===== src/inc/vbl_pkg.sv =====
// shared constants and types for the link mode control block
package vbl_pkg;
  // ==========================================================
  // clock and timing
  localparam int CLK_MHZ = 20;
  // idle bus time required before rejoining, in microseconds
  localparam int IDLE_TIME_US = 300;
  localparam int IDLE_CYC_DEF = IDLE_TIME_US * CLK_MHZ;
  // clock stabilisation time after stop wake, in cycles
  localparam int STAB_CYC_DEF = 64;
  // ==========================================================
  // bus levels
  localparam logic BUS_PASSIVE = 1'h0;
  localparam logic BUS_ACTIVE = 1'h1;
  // ==========================================================
  // operating modes
  typedef enum logic [1:0] {
    MODE_RESET,
    MODE_RUN,
    MODE_WAIT,
    MODE_STOP
  } vbl_mode_t;
endpackage


===== src/hdl/vbl_mode_ctrl.sv =====
// operating mode and loopback control for the vehicle bus link controller
`timescale 1ns/10ps
`default_nettype none
module vbl_mode_ctrl #(
  parameter int IDLE_CYC = vbl_pkg::IDLE_CYC_DEF,
  parameter int STAB_CYC = vbl_pkg::STAB_CYC_DEF
) (
  input wire logic sys_clk,
  input wire logic rst,
  input wire logic mcu_reset_active,
  input wire logic cpu_wait_exec,
  input wire logic cpu_stop_exec,
  input wire logic cpu_running,
  input wire logic wait_stops_clocks_select,
  input wire logic digital_loopback_en,
  input wire logic analog_loopback_en,
  input wire logic eof_valid,
  input wire logic irq_ack,
  input wire logic digital_transmit_out,
  output logic digital_receive_in,
  input wire logic phy_rx_pin,
  output logic phy_tx_pin,
  output logic phy_low_power,
  output logic clocks_run,
  output logic wake_irq,
  output logic rx_reliable,
  output logic comm_enable,
  output vbl_pkg::vbl_mode_t mode
);

  localparam int IW = $clog2(IDLE_CYC + 1);
  localparam int SW = $clog2(STAB_CYC + 1);
  localparam logic [IW-1:0] IDLE_MAX = IW'(IDLE_CYC);
  localparam logic [SW-1:0] STAB_MAX = SW'(STAB_CYC);

  // ==========================================================
  // state
  vbl_pkg::vbl_mode_t mode_ff, nxt_mode;
  logic rx_s1_ff, nxt_rx_s1;
  logic rx_s2_ff, nxt_rx_s2;
  logic rx_prev_ff, nxt_rx_prev;
  logic irq_ff, nxt_irq;
  logic tx_ff, nxt_tx;
  logic crx_ff, nxt_crx;
  logic alb_prev_ff, nxt_alb_prev;
  logic hold_ff, nxt_hold;
  logic [IW-1:0] idle_ff, nxt_idle;
  logic [SW-1:0] stab_ff, nxt_stab;
  logic act_edge;
  logic wake;

  // ==========================================================
  // next state
  always_comb begin
    nxt_rx_s1 = phy_rx_pin;
    nxt_rx_s2 = rx_s1_ff;
    nxt_rx_prev = rx_s2_ff;
    act_edge = (rx_s2_ff == vbl_pkg::BUS_ACTIVE) && (rx_prev_ff == vbl_pkg::BUS_PASSIVE);
    wake = 1'h0;
    nxt_mode = mode_ff;
    nxt_stab = stab_ff;
    case (mode_ff)
      vbl_pkg::MODE_RESET: begin
        nxt_mode = vbl_pkg::MODE_RUN;
      end
      vbl_pkg::MODE_RUN: begin
        // stop wins when both instructions seem to arrive together
        if (cpu_stop_exec || (cpu_wait_exec && wait_stops_clocks_select)) begin
          nxt_mode = vbl_pkg::MODE_STOP;
        end else if (cpu_wait_exec) begin
          nxt_mode = vbl_pkg::MODE_WAIT;
        end
        if (stab_ff != STAB_MAX) begin
          nxt_stab = stab_ff + SW'(1);
        end
      end
      vbl_pkg::MODE_WAIT: begin
        if (act_edge || eof_valid) begin
          wake = 1'h1;
          nxt_mode = vbl_pkg::MODE_RUN;
        end
      end
      vbl_pkg::MODE_STOP: begin
        if (act_edge) begin
          wake = 1'h1;
          nxt_stab = '0;
          nxt_mode = vbl_pkg::MODE_RUN;
        end
      end
      default: begin
        nxt_mode = vbl_pkg::MODE_RESET;
      end
    endcase
    if (mcu_reset_active) begin
      nxt_mode = vbl_pkg::MODE_RESET;
    end
    // a wake in the same cycle as the ack keeps the request
    nxt_irq = wake || (irq_ff && !irq_ack);
    // joining tx to rx keeps the bus passive while self-testing
    if (digital_loopback_en) begin
      nxt_tx = vbl_pkg::BUS_PASSIVE;
      nxt_crx = digital_transmit_out;
    end else begin
      nxt_tx = digital_transmit_out;
      nxt_crx = rx_s2_ff;
    end
    nxt_alb_prev = analog_loopback_en;
    if (rx_s2_ff == vbl_pkg::BUS_PASSIVE) begin
      nxt_idle = (idle_ff == IDLE_MAX) ? idle_ff : idle_ff + IW'(1);
    end else begin
      nxt_idle = '0;
    end
    nxt_hold = hold_ff;
    if (idle_ff == IDLE_MAX) begin
      nxt_hold = 1'h0;
    end
    // a fresh exit always restarts the wait, even over an idle bus
    if (alb_prev_ff && !analog_loopback_en) begin
      nxt_hold = 1'h1;
      // the idle count starts over, so an already idle bus is seen afresh
      nxt_idle = '0;
    end
  end

  // ==========================================================
  // registers
  always_ff @(posedge sys_clk) begin
    if (rst) begin
      mode_ff <= vbl_pkg::MODE_RESET;
      rx_s1_ff <= vbl_pkg::BUS_PASSIVE;
      rx_s2_ff <= vbl_pkg::BUS_PASSIVE;
      rx_prev_ff <= vbl_pkg::BUS_PASSIVE;
      irq_ff <= 1'h0;
      tx_ff <= vbl_pkg::BUS_PASSIVE;
      crx_ff <= vbl_pkg::BUS_PASSIVE;
      alb_prev_ff <= 1'h0;
      hold_ff <= 1'h0;
      idle_ff <= '0;
      stab_ff <= '0;
    end else begin
      mode_ff <= nxt_mode;
      rx_s1_ff <= nxt_rx_s1;
      rx_s2_ff <= nxt_rx_s2;
      rx_prev_ff <= nxt_rx_prev;
      irq_ff <= nxt_irq;
      tx_ff <= nxt_tx;
      crx_ff <= nxt_crx;
      alb_prev_ff <= nxt_alb_prev;
      hold_ff <= nxt_hold;
      idle_ff <= nxt_idle;
      stab_ff <= nxt_stab;
    end
  end

  // ==========================================================
  // outputs
  assign mode = mode_ff;
  assign wake_irq = irq_ff;
  assign phy_tx_pin = tx_ff;
  assign digital_receive_in = crx_ff;
  assign clocks_run = (mode_ff != vbl_pkg::MODE_STOP);
  assign phy_low_power = (mode_ff == vbl_pkg::MODE_STOP);
  // reception trusted only with settled clocks and a running cpu
  assign rx_reliable = (mode_ff == vbl_pkg::MODE_RUN) && (stab_ff == STAB_MAX) && cpu_running;
  // software is trusted to drain transmissions before wait or stop
  assign comm_enable = (mode_ff == vbl_pkg::MODE_RUN) && !hold_ff;

  // ==========================================================
  // checks
  chk_reset_exit: assert property (@(posedge sys_clk) disable iff (rst)
    (mode_ff == vbl_pkg::MODE_RESET) && !mcu_reset_active |=> mode_ff == vbl_pkg::MODE_RUN)
    else $error("reset mode not left for run");
  chk_reset_hold: assert property (@(posedge sys_clk) disable iff (rst)
    mcu_reset_active |=> mode_ff == vbl_pkg::MODE_RESET)
    else $error("run entered while a reset source is active");
  chk_wait_wake: assert property (@(posedge sys_clk) disable iff (rst)
    (mode_ff == vbl_pkg::MODE_WAIT) && act_edge && !mcu_reset_active
    |=> (mode_ff == vbl_pkg::MODE_RUN) && wake_irq)
    else $error("bus activity did not wake from wait");
  chk_eof_wake: assert property (@(posedge sys_clk) disable iff (rst)
    (mode_ff == vbl_pkg::MODE_WAIT) && eof_valid && !mcu_reset_active
    |=> (mode_ff == vbl_pkg::MODE_RUN) && wake_irq)
    else $error("end of frame did not wake from wait");
  chk_stop_wake: assert property (@(posedge sys_clk) disable iff (rst)
    (mode_ff == vbl_pkg::MODE_STOP) && act_edge && !mcu_reset_active
    |=> clocks_run && wake_irq && !rx_reliable)
    else $error("stop wake wrong");
  chk_wait_entry: assert property (@(posedge sys_clk) disable iff (rst)
    (mode_ff == vbl_pkg::MODE_RUN) && cpu_wait_exec && !cpu_stop_exec
    && !wait_stops_clocks_select && !mcu_reset_active
    |=> (mode_ff == vbl_pkg::MODE_WAIT) && clocks_run)
    else $error("wait mode not entered");
  chk_stop_entry: assert property (@(posedge sys_clk) disable iff (rst)
    (mode_ff == vbl_pkg::MODE_RUN) && !mcu_reset_active
    && (cpu_stop_exec || (cpu_wait_exec && wait_stops_clocks_select))
    |=> (mode_ff == vbl_pkg::MODE_STOP) && !clocks_run && phy_low_power)
    else $error("stop mode not entered");
  chk_irq_sticky: assert property (@(posedge sys_clk) disable iff (rst)
    wake_irq && !irq_ack |=> wake_irq)
    else $error("wake request lost before ack");
  chk_dig_loop: assert property (@(posedge sys_clk) disable iff (rst)
    digital_loopback_en |=> (digital_receive_in == $past(digital_transmit_out))
    && (phy_tx_pin == vbl_pkg::BUS_PASSIVE))
    else $error("digital loopback path wrong");
  chk_ana_pass: assert property (@(posedge sys_clk) disable iff (rst)
    !digital_loopback_en |=> (phy_tx_pin == $past(digital_transmit_out))
    && (digital_receive_in == $past(rx_s2_ff)))
    else $error("normal path altered");
  chk_idle_wait: assert property (@(posedge sys_clk) disable iff (rst)
    alb_prev_ff && !analog_loopback_en |=> !comm_enable ##1 !comm_enable)
    else $error("rejoined before an idle bus");

  // ==========================================================
  // refused requests and mode holding
  chk_wait_stays: assert property (@(posedge sys_clk) disable iff (rst)
    (mode_ff == vbl_pkg::MODE_WAIT) && !act_edge && !eof_valid && !mcu_reset_active
    |=> (mode_ff == vbl_pkg::MODE_WAIT) && clocks_run)
    else $error("wait mode left without a wake");
  chk_stop_stays: assert property (@(posedge sys_clk) disable iff (rst)
    (mode_ff == vbl_pkg::MODE_STOP) && !act_edge && !mcu_reset_active
    |=> (mode_ff == vbl_pkg::MODE_STOP) && !clocks_run)
    else $error("stop mode left without bus activity");
  chk_stop_no_eof: assert property (@(posedge sys_clk) disable iff (rst)
    (mode_ff == vbl_pkg::MODE_STOP) && eof_valid && !act_edge && !mcu_reset_active
    |=> (mode_ff == vbl_pkg::MODE_STOP))
    else $error("end of frame woke stop mode");
  chk_run_stays: assert property (@(posedge sys_clk) disable iff (rst)
    (mode_ff == vbl_pkg::MODE_RUN) && !cpu_wait_exec && !cpu_stop_exec
    && !mcu_reset_active |=> (mode_ff == vbl_pkg::MODE_RUN))
    else $error("run mode left without an instruction");
  chk_stop_to_run: assert property (@(posedge sys_clk) disable iff (rst)
    (mode_ff == vbl_pkg::MODE_STOP) && act_edge && !mcu_reset_active
    |=> (mode_ff == vbl_pkg::MODE_RUN) && (stab_ff == '0))
    else $error("stop wake did not return to run");
  chk_wait_from_run: assert property (@(posedge sys_clk) disable iff (rst)
    (mode_ff != vbl_pkg::MODE_RUN) && (mode_ff != vbl_pkg::MODE_WAIT)
    && !mcu_reset_active |=> (mode_ff != vbl_pkg::MODE_WAIT))
    else $error("wait mode entered from outside run");

  // ==========================================================
  // wake request
  chk_irq_clear: assert property (@(posedge sys_clk) disable iff (rst)
    wake_irq && irq_ack && !wake
    |=> !wake_irq)
    else $error("wake request not cleared by ack");
  chk_irq_source: assert property (@(posedge sys_clk) disable iff (rst)
    !wake_irq && !wake
    |=> !wake_irq)
    else $error("wake request raised without a wake event");
  chk_irq_wins: assert property (@(posedge sys_clk) disable iff (rst)
    wake && irq_ack
    |=> wake_irq)
    else $error("wake lost to a same cycle ack");

  // ==========================================================
  // outputs per mode
  chk_reset_outs: assert property (@(posedge sys_clk) disable iff (rst)
    (mode_ff == vbl_pkg::MODE_RESET)
    |-> clocks_run && !phy_low_power && !rx_reliable && !comm_enable)
    else $error("reset mode outputs wrong");
  chk_rel_mode: assert property (@(posedge sys_clk) disable iff (rst)
    (mode_ff != vbl_pkg::MODE_RUN) || !cpu_running
    |-> !rx_reliable)
    else $error("reception trusted outside run");
  chk_comm_mode: assert property (@(posedge sys_clk) disable iff (rst)
    (mode_ff != vbl_pkg::MODE_RUN)
    |-> !comm_enable)
    else $error("communication enabled outside run");
  chk_rel_settle: assert property (@(posedge sys_clk) disable iff (rst)
    (mode_ff == vbl_pkg::MODE_RUN) && (stab_ff != STAB_MAX)
    |-> !rx_reliable)
    else $error("reception trusted before clocks settled");

  // ==========================================================
  // idle wait after analog loopback
  chk_hold_exit: assert property (@(posedge sys_clk) disable iff (rst)
    alb_prev_ff && !analog_loopback_en
    |=> hold_ff && (idle_ff == '0))
    else $error("loopback exit did not restart the idle wait");
  chk_hold_release: assert property (@(posedge sys_clk) disable iff (rst)
    hold_ff && (idle_ff == IDLE_MAX) && !(alb_prev_ff && !analog_loopback_en)
    |=> !hold_ff)
    else $error("hold kept over an idle bus");
  chk_hold_busy: assert property (@(posedge sys_clk) disable iff (rst)
    hold_ff && (rx_s2_ff == vbl_pkg::BUS_ACTIVE)
    |=> hold_ff && (idle_ff == '0))
    else $error("hold released over an active bus");
  chk_alb_pass: assert property (@(posedge sys_clk) disable iff (rst)
    analog_loopback_en && !digital_loopback_en
    |=> (phy_tx_pin == $past(digital_transmit_out)))
    else $error("analog loopback altered transmit path");

endmodule
`default_nettype wire


===== config.mk =====
export PLATFORM = sky130hd
export DESIGN_NAME = vbl_mode_ctrl
export DESIGN_NICKNAME = d
export VERILOG_FILES = /design/src/inc/vbl_pkg.sv /design/src/hdl/vbl_mode_ctrl.sv
export SDC_FILE = /design/constraint.sdc
export NUM_CORES = 1
export LEC_CHECK = 0
export BUFFER_PORTS_ARGS = -buffer_cell sky130_fd_sc_hd__buf_2
export CAP_MARGIN = 10
export CORE_AREA = 2 2 74 76
export CTS_CLUSTER_DIAMETER = 40
export CTS_CLUSTER_SIZE = 25
export DETAILED_ROUTE_END_ITERATION = 7
export DIE_AREA = 0 0 76 78
export HOLD_SLACK_MARGIN = 0.03
export SLEW_MARGIN = 20
export SYNTH_ARGS = -nofsm -noshare
export SYNTH_HDL_FRONTEND = slang
export SYNTH_SLANG_ARGS = --single-unit
export TNS_END_PERCENT = 20

===== constraint.sdc =====
create_clock -name sys_clk -period 1.86 [get_ports sys_clk]
set_input_delay 0.093 -clock sys_clk [delete_from_list [all_inputs] [get_ports sys_clk]]
set_output_delay 0.093 -clock sys_clk [all_outputs]
set_load 0.05 [all_outputs]

==> results.sh <==
export IMPL_layout_drive_gt1_share_pct=18.8
export IMPL_synth_cells=162
export IMPL_rsz0062_at_grt="true"
export IMPL_p_comb_share_pct=7.5
export IMPL_synthesis_area_mm2=0.00137
export IMPL_seq_power_share_pct=42.0
export IMPL_relSlewSlack_pct=70.8
export IMPL_dpl_cell_area_mm2=0.00157
export IMPL_design_core_area_mm2=0.00504
export IMPL_portBuffers=21
export IMPL_first_pass_iters=4
export IMPL_wire_per_inst_um=10.2
export IMPL_final_common_cell="dfxtp_1"
export IMPL_row_count=26
export IMPL_antenna_found_initial=0
export IMPL_synth_edff_count=0
export IMPL_hp_start="analog_loopback_en"
export IMPL_grt_pass1_wl_um=4830
export IMPL_ir_drop_v=0.000451
export IMPL_vias=1169
export IMPL_fin_nets=208
export IMPL_max_cap_violations=0
export IMPL_crit_path_max_incr_delay_ns=0.63
export IMPL_fmax_mhz=568
export IMPL_place_gp_congestion=0.739
export IMPL_ios=22
export IMPL_grt_max_degree=20
export IMPL_synth_ff_type="dfxtp_1"
export IMPL_vias_per_cell=4.46
export IMPL_track_usage_pct=9.95
export IMPL_p_sw_share_pct=20.1
export IMPL_grt_pass1_vias=1107
export IMPL_p_leak_nw=0.653
export IMPL_postRouteWirelength_um=2690
export IMPL_synth_distinct_cells=38
export IMPL_cp_end_kind="primary output"
export IMPL_setup_viol=0
export IMPL_synth_seq_cells=30
export IMPL_fillCellCount=519
export IMPL_final_area_mm2=0.00175
export IMPL_p_switching_uw=321
export IMPL_fin_crit_ns=1.76
export IMPL_cp_data_arrival_time_ns=1.67
export IMPL_route_antenna_remaining_nets=0
export IMPL_drc=0
export IMPL_cts_tree="yes"
export IMPL_status="finished, final reports clean"
export IMPL_critPathMaxFanout=5
export IMPL_final_cell_mix="dfxtp_1, buf_2, nor2_1, inv_1, a21oi_1"
export IMPL_crit_start="stab_ff[2]"
export IMPL_syn2layout_area_growth_pct=27.6
export IMPL_intPower_mw=1.28
export IMPL_clk_latency_ns=0.28
export IMPL_critPathLaunchType="register"
export IMPL_report_final_slew_viol_count=0
export IMPL_critPathRequiredTime_ns=1.77
export IMPL_die_h_um=78
export IMPL_hold_path_class="input pin to register"
export IMPL_diodes=0
export IMPL_cts_root_buf="clkbuf_8"
export IMPL_criticalPathCategory="register to primary output"
export IMPL_r2r_start="idle_ff[2]"
export IMPL_grt_overflow_total=0
export IMPL_cp_slowest_cell="or4_1"
export IMPL_postCtsSetupBuffers=0
export IMPL_cts_buffers=5
export IMPL_p_per_area_mw_per_mm2=913
export IMPL_initial_utilization_pct=27.2
export IMPL_path_cells="or4_1, nor3_2, clkbuf_4"
export IMPL_cts_htree_levels=2
export IMPL_place_hpwl_um=1930
export IMPL_die_area_mm2=0.00593
export IMPL_fin_util_pct=34.7
export IMPL_clock_skew_ns=0.00471
export IMPL_cts_num_sinks=30
export IMPL_pwr_share_clk_pct=50.6
export IMPL_syn_num_nets=179
export IMPL_dieWidth_um=76
export IMPL_ys_seq_area_share_pct=43.8
export IMPL_period_share_pct=94.7
export IMPL_worst_pin_slew_ns=0.438
export IMPL_yosys_warnings=0
export IMPL_drtIter0Drc=52
export IMPL_clock_path_buffers=2
export IMPL_syn_area_per_cell_um2=8.47
export IMPL_synthArstFlopShare_pct=0
export IMPL_hold_viol=0
export IMPL_cts_clk_slew_worst_paths_ns=0.06
## per-stage QoR
| step | setup WS (ns) | hold WS, ns | std cells | setup TNS, ns | power [mW] |
|---|---|---|---|---|---|
| floorplan | -0.175 | 0.169 | 162 | -0.488 | 0.760 |
| global placement | 0.0851 | 0.284 | 251 | 0 | 0.800 |
| detailed placement | 0.0489 | 0.279 | 251 | 0 | 0.800 |
| CTS | 0.0322 | 0.0502 | 262 | 0 | 1.63 |
| global route | -0.00111 | 0.0721 | 262 | -0.00111 | 1.67 |
| finish | 0.0988 | 0.0524 | 262 | 0 | 1.60 |
## final timing paths
| path | cells past startpoint | to | slack [ns] |
|---|---|---|---|
| worst max register to register | 4 | idle_ff[1] | 0.12 |
| worst min-delay path | 2 | alb_prev_ff | 0.05 |
| worst max-delay path | 3 | rx_reliable | 0.1 |
| worst min register to register | 1 | nxt_rx_prev | 0.44 |
## what timing repair did
| item | in CTS | in global routing |
|---|---|---|
| hold buffers | 3 | 0 |
| endpoints found under the setup margin | 0 | 5 |
| resized for setup | 0 | 2 |
| hold endpoints to repair | 4 | 0 |
## area by class of cell
type,count,area (um2),area share (%)
Multi-Input combinational cell,115,716,40.9
Inverter,12,45.0,2.57
Timing Repair Buffer,27,160,9.14
Sequential cell,30,601,34.3
Tap cell,70,87.6,5.00
Clock buffer,6,82.6,4.71
Clock inverter,2,60.1,3.43
## synth_stat cells (2+ instances only)
cell,number,area share [%]
mux2i_1,2,1.5
a21oi_1,11,4.0
o221ai_1,2,1.3
nand3b_1,3,1.6
nor2_1,18,4.9
and3_1,2,0.91
nor4_1,2,0.91
clkbuf_1,3,0.82
xnor2_1,7,4.5
ha_1,4,3.6
or4_1,4,2.2
o31ai_1,2,1.1
nor3_1,5,1.8
dfxtp_1,30,44
nand3_1,8,2.9
inv_1,12,3.3
nor2b_1,8,3.6
nand2_1,8,2.2
o21ai_0,7,2.6
nand4_1,2,0.91
or3_1,4,1.8
nand2b_1,2,0.91
## routing by layer
layer  share of wire (%)  vias to the layer above  GRT usage, %
met5                   0                        -             0
met4                0.48                        0          3.82
met1                  50                      529          12.5
met3                 3.7                        2          2.79
li1                    -                      619             -
met2                  46                       19          16.3
## critical path, delay by kind of cell (launching register included)
family / cells / cell delay (ns)
DFF: 1 / 0.34
and+or+nand+nor: 2 / 0.81
buffers and inverters: 1 / 0.25
## registers in the layout, indices dropped and copies added, names as in the netlist
| register | flops |
|---|---|
| alb_prev_ff | 1 |
| digital_receive_in | 1 |
| mode | 2 |
| rx_prev_ff | 1 |
| stab_ff | 7 |
| phy_tx_pin | 1 |
| idle_ff | 13 |
| wake_irq | 1 |
| hold_ff | 1 |
| nxt_rx_s2 | 1 |
| nxt_rx_prev | 1 |
## kinds of logic after synthesis
| family | after synthesis | share of synthesized area [%] |
|---|---|---|
| simple gates | 73 | 29.1 |
| flops | 30 | 43.8 |
| compound gates | 28 | 12.2 |
| buf+inv | 17 | 4.74 |
| xor+xnor | 8 | 5.11 |
| fa+ha+maj | 4 | 3.65 |
| mux | 2 | 1.46 |
## power groups by stage
| stage | clock network, mW | registers, mW | logic, mW |
|---|---|---|---|
| floorplan | 0 | 0.699 | 0.0611 |
| global placement | 0 | 0.685 | 0.115 |
| detailed placement | 0 | 0.685 | 0.116 |
| CTS | 0.835 | 0.671 | 0.121 |
| global route | 0.865 | 0.673 | 0.134 |
| finish | 0.809 | 0.671 | 0.119 |
No activity file was read; power rests on OpenSTA's default activity.
